## config.mk

```make
export PLATFORM = sky130hd
export DESIGN_NAME = dfhf_dev_flat
export DESIGN_NICKNAME = d
export VERILOG_FILES = /design/src/hw/dfhf_pkg.sv /design/src/hw/dfhf_hs_if.sv /design/src/hw/dfhf_dev.sv /design/src/flat_wrapper.sv
export VERILOG_INCLUDE_DIRS = /design/src /design/src/hw
export SDC_FILE = /design/constraint.sdc
export NUM_CORES = 2
export LEC_CHECK = 0
export BUFFER_PORTS_ARGS = -buffer_cell sky130_fd_sc_hd__buf_2
export CELL_PAD_IN_SITES_DETAIL_PLACEMENT = 0
export CELL_PAD_IN_SITES_GLOBAL_PLACEMENT = 1
export CORE_ASPECT_RATIO = 1.75
export CORE_MARGIN = 2
export CORE_UTILIZATION = 46
export CTS_BUF_LIST = sky130_fd_sc_hd__clkbuf_4 sky130_fd_sc_hd__clkbuf_8 sky130_fd_sc_hd__clkbuf_16
export CTS_CLUSTER_DIAMETER = 60
export CTS_CLUSTER_SIZE = 40
export DETAILED_ROUTE_END_ITERATION = 8
export PLACE_DENSITY_LB_ADDON = 0.1
export SYNTH_ARGS = -nofsm -noshare
export SYNTH_HDL_FRONTEND = slang
export SYNTH_SLANG_ARGS = --single-unit
```

## constraint.sdc

```tcl
create_clock -name core_clk_i -period 5.2 [get_ports core_clk_i]
set_input_delay 1.04 -clock core_clk_i [delete_from_list [all_inputs] [get_ports core_clk_i]]
set_output_delay 1.04 -clock core_clk_i [all_outputs]
set_load 0.05 [all_outputs]
```

## src/hw/dfhf_regs.svh

```systemverilog
// Register offsets, field ranges, encodings and sizes of the DMA flow and
// handshake front end. Definitions only; included by bare name.
`ifndef DFHF_REGS_SVH
`define DFHF_REGS_SVH

// Sizes
`define DFHF_N_CH 12
`define DFHF_N_LINE 12
`define DFHF_N_SRC 16
`define DFHF_SEL_PER_REG 8

// Address areas, byte addresses on the 12-bit register port
`define DFHF_CH_MASK 12'he00
`define DFHF_CH_BASE 12'h000
`define DFHF_GLOB_MASK 12'hfe0
`define DFHF_GLOB_BASE 12'h400
`define DFHF_A_CH 8:5
`define DFHF_A_REG 4:2

// Per-channel word index inside a 32-byte channel window
`define DFHF_R_CTL_LO 3'h0
`define DFHF_R_CTL_HI 3'h1
`define DFHF_R_CFG_LO 3'h2
`define DFHF_R_CFG_HI 3'h3
`define DFHF_R_INFO 3'h4

// Global word index inside the global window
`define DFHF_G_SRSEL0 3'h0
`define DFHF_G_SRSEL1 3'h1
`define DFHF_G_LNEN 3'h2
`define DFHF_G_SWSRC 3'h3
`define DFHF_G_SWDST 3'h4
`define DFHF_G_PEND 3'h5

// Writable bits of each channel register; the rest read as zero
`define DFHF_MASK_CTL_LO 32'h0000_0777
`define DFHF_MASK_CTL_HI 32'h0000_0fff
`define DFHF_MASK_CFG_LO 32'h0000_000f
`define DFHF_MASK_CFG_HI 32'h0000_00ff

// Field ranges
`define DFHF_F_FLOW 2:0
`define DFHF_F_SRC_WIDTH 6:4
`define DFHF_F_DST_WIDTH 10:8
`define DFHF_F_BLOCK 11:0
`define DFHF_F_HS_SRC 0
`define DFHF_F_HS_DST 1
`define DFHF_F_POL_SRC 2
`define DFHF_F_POL_DST 3
`define DFHF_F_SRC_LINE 3:0
`define DFHF_F_DST_LINE 7:4
`define DFHF_F_SW_BITS 11:0
`define DFHF_F_SW_WE 27:16
`define DFHF_F_FIFO 7:0
`define DFHF_F_BURST 11:8
`define DFHF_F_ST_SRC 16
`define DFHF_F_ST_DST 17

// Transfer flow codes
`define DFHF_FL_M2M_DMA 3'h0
`define DFHF_FL_M2P_DMA 3'h1
`define DFHF_FL_P2M_DMA 3'h2
`define DFHF_FL_P2P_DMA 3'h3
`define DFHF_FL_P2M_PER 3'h4
`define DFHF_FL_P2P_SRC 3'h5
`define DFHF_FL_M2P_PER 3'h6
`define DFHF_FL_P2P_DST 3'h7

// Item widths
`define DFHF_W_8 3'h0
`define DFHF_W_16 3'h1
`define DFHF_W_32 3'h2

// Channel buffer and burst sizes
`define DFHF_BIG_CHANS 2
`define DFHF_FIFO_BIG 8'h20
`define DFHF_FIFO_SMALL 8'h08
`define DFHF_BURST_BIG 4'h8
`define DFHF_BURST_SMALL 4'h1

`endif

```

## src/hw/dfhf_pkg.sv

```systemverilog
// Types shared by both ends of the DMA flow and handshake front end.
// Assumes dfhf_regs.svh for all numbers.
`include "dfhf_regs.svh"
package dfhf_pkg;
  typedef logic [2:0] dfhf_flow_t;
  typedef logic [`DFHF_N_SRC-1:0] dfhf_src_vec_t;
  // Roles that one transfer flow code gives to each side
  typedef struct packed {
    logic source_line_number;
    logic dst_per;
    logic src_fc;
    logic dst_fc;
  } dfhf_role_t;
endpackage : dfhf_pkg

```

## src/hw/dfhf_hs_if.sv

```systemverilog
// Service request wiring between peripherals and the DMA front end.
// Assumes both ends share core_clk_i; no clocking inside.
`timescale 1ns/10ps
`default_nettype none
interface dfhf_hs_if;
  dfhf_pkg::dfhf_src_vec_t req;  // Service request per source, high
  dfhf_pkg::dfhf_src_vec_t last; // Last item, peripheral flow control
  dfhf_pkg::dfhf_src_vec_t ack;  // Request served, one-cycle pulse
  modport dev (input req, input last, output ack);
  modport periph (output req, output last, input ack);
endinterface : dfhf_hs_if
`default_nettype wire

```

## src/hw/dfhf_dev.sv

```systemverilog
// Device end: request router, per-channel flow and handshake selection,
// software requests and channel settings, behind a simple register port.
// Assumes the engine core pulses src_done_i/dst_done_i when it takes a
// request, and peripherals on dfhf_hs_if on this same clock.
//
// Overview of operation
// - Flow field picks DMA, source or destination controller
// - Software picks DMA control when size known
// - Peripheral signals readiness; last follows flow controller
// - Handshake select zero gives hardware handshake per side
// - Requests active high; polarity bit inverts per side
// - Twelve router lines, each selects one source
// - Line enable gates; writing it drops pending
// - Channel picks router line per side
// - Handshake select one gives software requests
// - Source request bit written only with enable, cleared when taken
// - Destination request bit written only with enable, cleared when taken
// - Independent source, destination widths 8/16/32
// - Block item count per channel
// - Hardware or software request per side setting
// - Channels 0,1 32-byte buffer, burst 8
`timescale 1ns/10ps
`default_nettype none
`include "dfhf_regs.svh"
module dfhf_dev (
  input wire logic core_clk_i, // System clock, 20 MHz
  input wire logic resetn_i, // Synchronous reset, active low
  dfhf_hs_if.dev hs, // Peripheral request wires
  input wire logic reg_wr_i, // Register write strobe
  input wire logic reg_rd_i, // Register read strobe
  input wire logic [11:0] reg_addr_i, // Byte address
  input wire logic [31:0] reg_wdata_i, // Write data
  output logic [31:0] reg_rdata_o, // Read data
  output logic reg_rvalid_o, // Read data valid pulse
  input wire logic [`DFHF_N_CH-1:0] src_done_i, // Source request taken
  input wire logic [`DFHF_N_CH-1:0] dst_done_i, // Dest request taken
  output logic [`DFHF_N_CH-1:0] src_req_o, // Source side ready
  output logic [`DFHF_N_CH-1:0] dst_req_o, // Destination side ready
  output logic [`DFHF_N_CH-1:0] src_last_o, // Source ends block
  output logic [`DFHF_N_CH-1:0] dst_last_o // Destination ends block
);
  localparam int NC = `DFHF_N_CH;
  localparam int NL = `DFHF_N_LINE;

  // Roles of each side for a flow code
  function automatic dfhf_pkg::dfhf_role_t flow_role(
      input dfhf_pkg::dfhf_flow_t f);
    dfhf_pkg::dfhf_role_t r;
    r.src_fc = (f == `DFHF_FL_P2M_PER) || (f == `DFHF_FL_P2P_SRC);
    r.dst_fc = (f == `DFHF_FL_M2P_PER) || (f == `DFHF_FL_P2P_DST);
    r.source_line_number = (f == `DFHF_FL_P2M_DMA) || (f == `DFHF_FL_P2P_DMA) ||
                (f == `DFHF_FL_P2P_DST) || r.src_fc;
    r.dst_per = (f == `DFHF_FL_M2P_DMA) || (f == `DFHF_FL_P2P_DMA) ||
                (f == `DFHF_FL_P2P_SRC) || r.dst_fc;
    return r;
  endfunction : flow_role

  // Buffer and burst figures of one channel
  function automatic logic [31:0] chan_info(input int c);
    logic [31:0] v;
    v = '0;
    if (c < `DFHF_BIG_CHANS) begin
      v[`DFHF_F_FIFO] = `DFHF_FIFO_BIG;
      v[`DFHF_F_BURST] = `DFHF_BURST_BIG;
    end else begin
      v[`DFHF_F_FIFO] = `DFHF_FIFO_SMALL;
      v[`DFHF_F_BURST] = `DFHF_BURST_SMALL;
    end
    return v;
  endfunction : chan_info

  // Request and last sampled through three flops
  logic [2*`DFHF_N_SRC-1:0] s1_ff, s2_ff, s3_ff, filt_ff, nxt_filt;
  dfhf_pkg::dfhf_src_vec_t lvl_src, lvl_last;

  // Channel registers
  logic [31:0] ctl_lo_ff [NC];
  logic [31:0] ctl_hi_ff [NC];
  logic [31:0] cfg_lo_ff [NC];
  logic [31:0] cfg_hi_ff [NC];
  logic [31:0] nxt_ctl_lo [NC];
  logic [31:0] nxt_ctl_hi [NC];
  logic [31:0] nxt_cfg_lo [NC];
  logic [31:0] nxt_cfg_hi [NC];

  // Router and software request state
  logic [3:0] sel_ff [NL];
  logic [3:0] nxt_sel [NL];
  logic [NL-1:0] en_ff, nxt_en, pend_ff, nxt_pend, lvl_ff, nxt_lvl;
  logic [NC-1:0] sw_src_ff, nxt_sw_src, sw_dst_ff, nxt_sw_dst;
  logic [NC-1:0] sreq_ff, nxt_sreq, dreq_ff, nxt_dreq;
  logic [NC-1:0] slast_ff, nxt_slast, dlast_ff, nxt_dlast;
  dfhf_pkg::dfhf_src_vec_t ack_ff, nxt_ack;
  logic [31:0] rdata_ff, nxt_rdata;
  logic rvalid_ff;

  // A change counts once the second and third stages agree
  always_comb begin
    nxt_filt = ((s2_ff ~^ s3_ff) & s3_ff) | ((s2_ff ^ s3_ff) & filt_ff);
    lvl_src = filt_ff[`DFHF_N_SRC-1:0];
    lvl_last = filt_ff[2*`DFHF_N_SRC-1:`DFHF_N_SRC];
  end

  always_ff @(posedge core_clk_i) begin
    if (!resetn_i) begin
      s1_ff <= '0;
      s2_ff <= '0;
      s3_ff <= '0;
      filt_ff <= '0;
    end else begin
      s1_ff <= {hs.last, hs.req};
      s2_ff <= s1_ff;
      s3_ff <= s2_ff;
      filt_ff <= nxt_filt;
    end
  end

  // Register writes, router capture, channel requests and read data
  always_comb begin
    logic ch_hit;
    logic gl_hit;
    logic [3:0] wch;
    logic [2:0] wreg;
    logic [NL-1:0] pclr;
    logic [NL-1:0] rise;
    logic [NL-1:0] line_lvl;
    dfhf_pkg::dfhf_role_t role;
    logic [3:0] sl;
    logic [3:0] dl;
    logic hw_s;
    logic hw_d;
    logic [NC-1:0] sw_we;
    logic [NC-1:0] sw_bits;
    ch_hit = ((reg_addr_i & `DFHF_CH_MASK) == `DFHF_CH_BASE) &&
             (int'(reg_addr_i[`DFHF_A_CH]) < NC);
    gl_hit = (reg_addr_i & `DFHF_GLOB_MASK) == `DFHF_GLOB_BASE;
    wch = reg_addr_i[`DFHF_A_CH];
    wreg = reg_addr_i[`DFHF_A_REG];
    pclr = '0;
    role = '0;
    sl = '0;
    dl = '0;
    hw_s = 1'b0;
    hw_d = 1'b0;
    line_lvl = '0;
    rise = '0;
    // Request bits and their write enables, one per channel
    sw_we = reg_wdata_i[`DFHF_F_SW_WE];
    sw_bits = reg_wdata_i[`DFHF_F_SW_BITS];
    nxt_ctl_lo = ctl_lo_ff;
    nxt_ctl_hi = ctl_hi_ff;
    nxt_cfg_lo = cfg_lo_ff;
    nxt_cfg_hi = cfg_hi_ff;
    nxt_sel = sel_ff;
    nxt_en = en_ff;
    nxt_sw_src = sw_src_ff;
    nxt_sw_dst = sw_dst_ff;
    nxt_ack = '0;
    nxt_rdata = rdata_ff;
    // Each line follows its selected source, gated by its enable
    for (int l = 0; l < NL; l++) begin
      line_lvl[l] = lvl_src[sel_ff[l]];
      rise[l] = line_lvl[l] & ~lvl_ff[l] & en_ff[l];
    end
    nxt_lvl = line_lvl;
    // Writes; unmapped addresses are ignored
    if (reg_wr_i && ch_hit) begin
      unique case (wreg)
        `DFHF_R_CTL_LO: nxt_ctl_lo[wch] = reg_wdata_i & `DFHF_MASK_CTL_LO;
        `DFHF_R_CTL_HI: nxt_ctl_hi[wch] = reg_wdata_i & `DFHF_MASK_CTL_HI;
        `DFHF_R_CFG_LO: nxt_cfg_lo[wch] = reg_wdata_i & `DFHF_MASK_CFG_LO;
        `DFHF_R_CFG_HI: nxt_cfg_hi[wch] = reg_wdata_i & `DFHF_MASK_CFG_HI;
        default: ;
      endcase
    end
    if (reg_wr_i && gl_hit) begin
      unique case (wreg)
        `DFHF_G_SRSEL0: begin
          for (int l = 0; l < `DFHF_SEL_PER_REG; l++) begin
            nxt_sel[l] = reg_wdata_i[4*l +: 4];
          end
        end
        `DFHF_G_SRSEL1: begin
          for (int l = `DFHF_SEL_PER_REG; l < NL; l++) begin
            nxt_sel[l] = reg_wdata_i[4*(l-`DFHF_SEL_PER_REG) +: 4];
          end
        end
        `DFHF_G_LNEN: begin
          nxt_en = reg_wdata_i[NL-1:0];
          pclr = '1; // Old captures are dropped
        end
        default: ;
      endcase
    end
    // Per channel: pick request source per side
    for (int c = 0; c < NC; c++) begin
      role = flow_role(ctl_lo_ff[c][`DFHF_F_FLOW]);
      sl = cfg_hi_ff[c][`DFHF_F_SRC_LINE];
      dl = cfg_hi_ff[c][`DFHF_F_DST_LINE];
      // Polarity set: the low level of the enabled line is accepted
      hw_s = 1'b0;
      hw_d = 1'b0;
      if (int'(sl) < NL) begin
        hw_s = cfg_lo_ff[c][`DFHF_F_POL_SRC] ? en_ff[sl] & ~line_lvl[sl]
                                              : pend_ff[sl];
      end
      if (int'(dl) < NL) begin
        hw_d = cfg_lo_ff[c][`DFHF_F_POL_DST] ? en_ff[dl] & ~line_lvl[dl]
                                              : pend_ff[dl];
      end
      // Memory sides need no handshake and stand ready
      nxt_sreq[c] = ~role.source_line_number | (cfg_lo_ff[c][`DFHF_F_HS_SRC] ?
                    sw_src_ff[c] : hw_s);
      nxt_dreq[c] = ~role.dst_per | (cfg_lo_ff[c][`DFHF_F_HS_DST] ?
                    sw_dst_ff[c] : hw_d);
      nxt_sreq[c] = nxt_sreq[c] & ~src_done_i[c];
      nxt_dreq[c] = nxt_dreq[c] & ~dst_done_i[c];
      // Last only from a peripheral that is flow controller
      nxt_slast[c] = role.src_fc && int'(sl) < NL &&
                     lvl_last[sel_ff[sl]];
      nxt_dlast[c] = role.dst_fc && int'(dl) < NL &&
                     lvl_last[sel_ff[dl]];
      // A taken hardware request frees its line and acks its source
      if (src_done_i[c] && role.source_line_number && !cfg_lo_ff[c][`DFHF_F_HS_SRC] &&
          int'(sl) < NL) begin
        pclr[sl] = 1'b1;
        nxt_ack[sel_ff[sl]] = 1'b1;
      end
      if (dst_done_i[c] && role.dst_per && !cfg_lo_ff[c][`DFHF_F_HS_DST] &&
          int'(dl) < NL) begin
        pclr[dl] = 1'b1;
        nxt_ack[sel_ff[dl]] = 1'b1;
      end
      // Software bits: a taken request clears first, then an enabled write wins
      if (src_done_i[c]) nxt_sw_src[c] = 1'b0;
      if (dst_done_i[c]) nxt_sw_dst[c] = 1'b0;
      if (reg_wr_i && gl_hit && wreg == `DFHF_G_SWSRC && sw_we[c]) begin
        nxt_sw_src[c] = sw_bits[c];
      end
      if (reg_wr_i && gl_hit && wreg == `DFHF_G_SWDST && sw_we[c]) begin
        nxt_sw_dst[c] = sw_bits[c];
      end
    end
    // New capture wins over a clear in the same cycle
    nxt_pend = rise | (pend_ff & ~pclr);
    // Read data, zero for unmapped addresses
    if (reg_rd_i) begin
      nxt_rdata = '0;
      if (ch_hit) begin
        unique case (wreg)
          `DFHF_R_CTL_LO: nxt_rdata = ctl_lo_ff[wch];
          `DFHF_R_CTL_HI: nxt_rdata = ctl_hi_ff[wch];
          `DFHF_R_CFG_LO: nxt_rdata = cfg_lo_ff[wch];
          `DFHF_R_CFG_HI: nxt_rdata = cfg_hi_ff[wch];
          `DFHF_R_INFO: begin
            nxt_rdata = chan_info(int'(wch));
            nxt_rdata[`DFHF_F_ST_SRC] = sreq_ff[wch];
            nxt_rdata[`DFHF_F_ST_DST] = dreq_ff[wch];
          end
          default: ;
        endcase
      end else if (gl_hit) begin
        unique case (wreg)
          `DFHF_G_SRSEL0: begin
            for (int l = 0; l < `DFHF_SEL_PER_REG; l++) begin
              nxt_rdata[4*l +: 4] = sel_ff[l];
            end
          end
          `DFHF_G_SRSEL1: begin
            for (int l = `DFHF_SEL_PER_REG; l < NL; l++) begin
              nxt_rdata[4*(l-`DFHF_SEL_PER_REG) +: 4] = sel_ff[l];
            end
          end
          `DFHF_G_LNEN: nxt_rdata[NL-1:0] = en_ff;
          `DFHF_G_SWSRC: nxt_rdata[NC-1:0] = sw_src_ff;
          `DFHF_G_SWDST: nxt_rdata[NC-1:0] = sw_dst_ff;
          `DFHF_G_PEND: nxt_rdata[NL-1:0] = pend_ff;
          default: ;
        endcase
      end
    end
  end

  // Registers only; widths and block count sit in the channel words
  always_ff @(posedge core_clk_i) begin
    if (!resetn_i) begin
      ctl_lo_ff <= '{default: '0};
      ctl_hi_ff <= '{default: '0};
      cfg_lo_ff <= '{default: '0};
      cfg_hi_ff <= '{default: '0};
      sel_ff <= '{default: '0};
      en_ff <= '0;
      pend_ff <= '0;
      lvl_ff <= '0;
      sw_src_ff <= '0;
      sw_dst_ff <= '0;
      sreq_ff <= '0;
      dreq_ff <= '0;
      slast_ff <= '0;
      dlast_ff <= '0;
      ack_ff <= '0;
      rdata_ff <= '0;
      rvalid_ff <= 1'b0;
    end else begin
      ctl_lo_ff <= nxt_ctl_lo;
      ctl_hi_ff <= nxt_ctl_hi;
      cfg_lo_ff <= nxt_cfg_lo;
      cfg_hi_ff <= nxt_cfg_hi;
      sel_ff <= nxt_sel;
      en_ff <= nxt_en;
      pend_ff <= nxt_pend;
      lvl_ff <= nxt_lvl;
      sw_src_ff <= nxt_sw_src;
      sw_dst_ff <= nxt_sw_dst;
      sreq_ff <= nxt_sreq;
      dreq_ff <= nxt_dreq;
      slast_ff <= nxt_slast;
      dlast_ff <= nxt_dlast;
      ack_ff <= nxt_ack;
      rdata_ff <= nxt_rdata;
      rvalid_ff <= reg_rd_i;
    end
  end

  // Outputs straight from flops
  assign hs.ack = ack_ff;
  assign reg_rdata_o = rdata_ff;
  assign reg_rvalid_o = rvalid_ff;
  assign src_req_o = sreq_ff;
  assign dst_req_o = dreq_ff;
  assign src_last_o = slast_ff;
  assign dst_last_o = dlast_ff;
endmodule : dfhf_dev
`default_nettype wire

```

## src/flat_wrapper.sv

```systemverilog
// flat-port wrapper written by rule: the top's interface ports become plain ports
module dfhf_dev_flat 
  (core_clk_i, resetn_i, reg_wr_i, reg_rd_i, reg_addr_i, reg_wdata_i, reg_rdata_o, reg_rvalid_o, src_done_i, dst_done_i, src_req_o, dst_req_o, src_last_o, dst_last_o, hs_req, hs_last, hs_ack);
  dfhf_hs_if hs_i ();
  input wire logic core_clk_i;
  input wire logic resetn_i;
  input wire logic reg_wr_i;
  input wire logic reg_rd_i;
  input wire logic [11:0] reg_addr_i;
  input wire logic [31:0] reg_wdata_i;
  output logic [31:0] reg_rdata_o;
  output logic reg_rvalid_o;
  input wire logic [`DFHF_N_CH-1:0] src_done_i;
  input wire logic [`DFHF_N_CH-1:0] dst_done_i;
  output logic [`DFHF_N_CH-1:0] src_req_o;
  output logic [`DFHF_N_CH-1:0] dst_req_o;
  output logic [`DFHF_N_CH-1:0] src_last_o;
  output logic [`DFHF_N_CH-1:0] dst_last_o;
  input wire logic [$bits(hs_i.req)-1:0] hs_req;
  input wire logic [$bits(hs_i.last)-1:0] hs_last;
  output wire logic [$bits(hs_i.ack)-1:0] hs_ack;
  assign hs_i.req = hs_req;
  assign hs_i.last = hs_last;
  assign hs_ack = hs_i.ack;
  dfhf_dev u_core (.core_clk_i(core_clk_i), .resetn_i(resetn_i), .hs(hs_i), .reg_wr_i(reg_wr_i), .reg_rd_i(reg_rd_i), .reg_addr_i(reg_addr_i), .reg_wdata_i(reg_wdata_i), .reg_rdata_o(reg_rdata_o), .reg_rvalid_o(reg_rvalid_o), .src_done_i(src_done_i), .dst_done_i(dst_done_i), .src_req_o(src_req_o), .dst_req_o(dst_req_o), .src_last_o(src_last_o), .dst_last_o(dst_last_o));
endmodule
```

==> run metrics, run 1 <==
std cell rows 173; GRT Residual Overflow 408; post-synthesis instance area 0.0587 sq mm; Post-CTS Hold Buffers 0; yosys warns 0; Final HPWL DP 288 mm; syn avg cell area 8.58 sq um; ranking of synthesized cells by area dfxtp_1, mux4_2, nand2_1; die height 477 microns; IO buf count 198; CTS Buf Count 43; Cells after DPL 8407; Log Error [ERROR GRT-0116] Global routing finished with congestion. Check the congestion regions in the DRC Viewer.; Post-synth EDFFs 0; Placer Congestion 1.20; first-pass GRT wire length 630 mm; FFs w/ async S/R, synth 0%; net count after synthesis 6979; Distinct cells, synth 101; Total GRT Usage 67.2%; Yosys top cell area share 24.9%; Setup Fix Bufs, Post-CTS 0; register area share after synthesis 24.9%; Boundary Pins 201; die span in x 274 microns; post-synth top area cell dfxtp_1; Clock Path Buffers 3; Mapped Cells 6843; H-tree levels 2; Clock Root Buffer clkbuf_16; Yosys reg bits 729; vias in the first global route 70600; CTS resizes 0; outcome aborted with a tool error; largest net degree at the start of global routing 135; Initial Util 46.3%; total clock sinks 729; prevailing post-synth register cell dfxtp_1; failing step global routing (5_1_grt)
cell families after synthesis:
| group | share of synthesized area, % |
|---|---|
| buffers and inverters | 6.20 |
| DFF | 24.9 |
| adders and majority gates | 0.682 |
| muxes | 30.1 |
| AOI/OAI and AO/OA | 17.1 |
| and+or+nand+nor | 21.1 |
metrics by stage:
step | area [sq um] | hold slack (ns) | worst slack [ns]
2_1_floorplan | 58700 | 0.403 | 1.93
3_3_place_gp | 62900 | 0.404 | 0.739
3_5_place_dp | 62900 | 0.414 | 0.718
4_1_cts | 64600 | 0.428 | 0.696
Yosys cell counts, drive strengths merged (16+ instances only):
cell     instances
a211oi          47
a21oi          678
mux2            83
o31ai           24
nor3            79
nand3b          72
or3             16
clkbuf         577
buf            241
nor3b           33
nand4           48
dfxtp          729
a22oi          170
o21ai          152
o221ai          21
a32oi           32
o211ai          29
and3            22
nor2b          111
mux4           570
or2             20
a221oi          41
a2111oi         31
nand2         1072
nor2           330
and2           146
o22ai           78
a22o            27
inv             63
o2111ai         24
o32ai           19
ha              32
mux2i          388
nand3          509
nand2b          80
a31oi           39
layer usage:
metal	global-route usage, %	GRT overflow
met4	67.6	142
met3	45.5	4
met2	87.3	260
met5	9.70	1
met1	68.5	1
==> run 2: changes to the inputs <==
==> config.mk (replaced) <==
export PLATFORM = sky130hd
export DESIGN_NAME = dfhf_dev_flat
export DESIGN_NICKNAME = d
export VERILOG_FILES = /design/src/hw/dfhf_pkg.sv /design/src/hw/dfhf_hs_if.sv /design/src/hw/dfhf_dev.sv /design/src/flat_wrapper.sv
export VERILOG_INCLUDE_DIRS = /design/src /design/src/hw
export SDC_FILE = /design/constraint.sdc
export NUM_CORES = 2
export LEC_CHECK = 0
export BUFFER_PORTS_ARGS = -buffer_cell sky130_fd_sc_hd__buf_2
export CORE_MARGIN = 2
export CORE_UTILIZATION = 31
export DETAILED_ROUTE_END_ITERATION = 8
export PLACE_DENSITY_LB_ADDON = 0.15
export SYNTH_ARGS = -nofsm -noshare
export SYNTH_HDL_FRONTEND = slang
export SYNTH_SLANG_ARGS = --single-unit
==> run 2 against run 1 <==
The flow now finishes, with violations (capacitance limit). Area after synthesis unchanged. Synthesized cell count is the same.
==> run metrics, run 2 <==
outcome complete, but fails checks (was aborted with a tool error); failing checks capacitance limit; Total GRT Usage 41.4%; FFs w/ async S/R, synth 0% (unchanged); period utilisation layout 89.6%; Hold Fails Final Rpt 0; CP cell instances nor2_1 -> a22o_1 -> o31ai_2 -> nor3_1 -> a221oi_1 -> o2111ai_1 -> buf_4 -> o31a_1; Post-CTS Hold Buffers 0 (unchanged); Initial DRT Pass Iterations 7; worst hold path class reg -> reg; Clock Root Buffer clkbuf_16 (unchanged); Worst-Margin Slew 1.48 ns; Data required, critical path 5.85 ns; post-synthesis instance area 0.0587 sq mm (unchanged); Boundary Pins 201 (unchanged); clk slew on worst S/H paths 0.06 ns; Max Freq 215 MHz; IO buf count 198 (unchanged); Final HPWL DP 313 mm (was 288 mm); setup TNS 0 ns; core box area 0.188 sq mm; Yosys reg bits 729 (unchanged); die span in x 439 microns (was 274 microns); critical path fanouts, max 17; initial DRC count 9556; count leader, synth nand2_1 (unchanged); P_leak 21.7 nW; GRT Residual Overflow 0; H-tree levels 3 (was 2); net count after synthesis 6979 (unchanged); Top Registers u_core.ctl_hi_ff x144, u_core.ctl_lo_ff x108, u_core.cfg_hi_ff x96; std cell rows 159 (was 173); Final Max Slew Viols 0; layout cells sized above 1 23.8%; Placer Congestion 1.08 (was 1.20); Vias 64100; Initial Util 31.2% (was 46.3%); largest net degree at the start of global routing 173; Post-synth EDFFs 0 (unchanged); CP arrival 5.31 ns; Startpoint Class flop; Final Skew 0.0828 ns; unrepaired setup endpoints after global routing no; Avg Vias per Cell 6.79; Yosys top cell area share 24.9% (unchanged); post-synth top area cell dfxtp_1 (unchanged); prevailing post-synth register cell dfxtp_1 (unchanged); worst vdd ir 250 uV; Biggest register u_core.ctl_hi_ff; most frequent cells in the layout nand2_1, dfxtp_1, a21oi_1, mux4_2, nand3_1; Mapped Cells 6843 (unchanged); first-pass GRT wire length 547 mm; area grow syn2layout 14.3%; die height 439 microns (was 477 microns); Util after Layout 35.7%; Setup Fix Bufs, Post-CTS 0 (unchanged); Setup CP Type reg -> reg; total clock sinks 729 (unchanged); yosys warns 0 (unchanged); Critical Path End Type flop; Max-Cap Viols 1; Detailed Route WL 411 mm; slew margin rel. 1.34%; Skew-Pair Late Insertion Delay 0.81 ns; Pwr Total 0.0133 W; pwr dens 198 mW/mm^2; CTS Buf Count 91 (was 43); most common cell after layout, fill and taps aside nand2_1; min Tclk post-route 4.66 ns; TritonCTS clock tree built; vias in the first global route 59600; Distinct cells, synth 101 (unchanged); Clock Path Buffers 3 (unchanged); antenna-violating nets left 0; register area share after synthesis 24.9% (unchanged); final setup vio count 0; ranking of synthesized cells by area dfxtp_1, mux4_2, nand2_1 (unchanged); # nets final 6971; Die ar. 0.193 sq mm; CTS resizes 0 (unchanged); max reg flops 144; DRC viols 0; Post-Place Cell Area 0.0639 sq mm (was 0.0629 sq mm); Crit-path slowest cell dfxtp_1; cell area after layout 0.0671 sq mm; initial antenna violation count 64; most frequent cells after synthesis nand2_1, dfxtp_1, a21oi_1 (unchanged); syn avg cell area 8.58 sq um (unchanged); Max stage delay on crit path 1.19 ns; WL/cell 43.5 microns
-- run 2: cell counts after synthesis --
Identical to the previous run, type by type.
-- run 2: final timing paths --
check / from / to / slack [ns] / cells past startpoint
max reg2reg: u_core.cfg_hi_ff[161] / u_core.hs.ack[8] / 0.54 / 8
min: u_core.lvl_ff[5] / u_core.pend_ff[5] / 0.42 / 1
min reg2reg: u_core.lvl_ff[5] / u_core.pend_ff[5] / 0.42 / 1
max: u_core.cfg_hi_ff[161] / u_core.hs.ack[8] / 0.54 / 8
-- run 2: kinds of logic (layout without fill, tap and decap cells) --
logic type / count (synthesis) / count (layout) / share of synthesized area [%]
AOI/OAI and AO/OA: 1551 / 1551 / 17.1
buffers and inverters: 883 / 942 / 6.20
and+or+nand+nor: 2607 / 2607 / 21.1
muxes: 1041 / 1041 / 30.1
adders and majority gates: 32 / 32 / 0.682
DFF: 729 / 729 / 24.9
other: 0 / 45 / 0
-- run 2: routing by layer --
layer  vias up  track usage [%]  share of wire [%]
li1      25600                -                  -
met1     32700             51.9                 39
met5         -                0              0.093
met4        46             29.5                8.7
met2      4546             60.3                 42
met3      1212             12.7                 11
-- run 2: layout make-up --
cell class                 instances  area (sq um)
multi-input combinational       5231         40700
antenna                           45           113
inverter                          65           251
fill                           19600        121000
tap                             2495          3120
timing repair buffer             717          5140
clock buffer                     122          2480
clock inverter                    38           623
sequential                       729         14600
-- run 2: report_power, final --
group | switching [W] | leakage (nW) | internal (W)
clock | 0.00288 | 1.49 | 0.00393
sequential | 0.0000371 | 5.91 | 0.00563
combinational | 0.000626 | 14.3 | 0.000192
-- run 2: through the flow --
stage          hold slack [ns]  setup WS (ns)  cells
2_1_floorplan            0.403           1.93   6843
3_3_place_gp             0.401          0.691   9237
3_5_place_dp             0.409          0.698   9237
4_1_cts                  0.415          0.660   9397
5_1_grt                  0.441          0.614   9415
6_report                 0.417          0.543   9442
-- run 2: worst max-delay path, delay by kind of cell, from the launching register on --
family,cells,cell delay [ns]
AO/OA/AOI/OAI,5,2.30
flip-flops,1,1.19
AND/OR/NAND/NOR,2,0.76
buffers and inverters,1,0.25
Note: power is estimated with default switching activity, not from simulation.
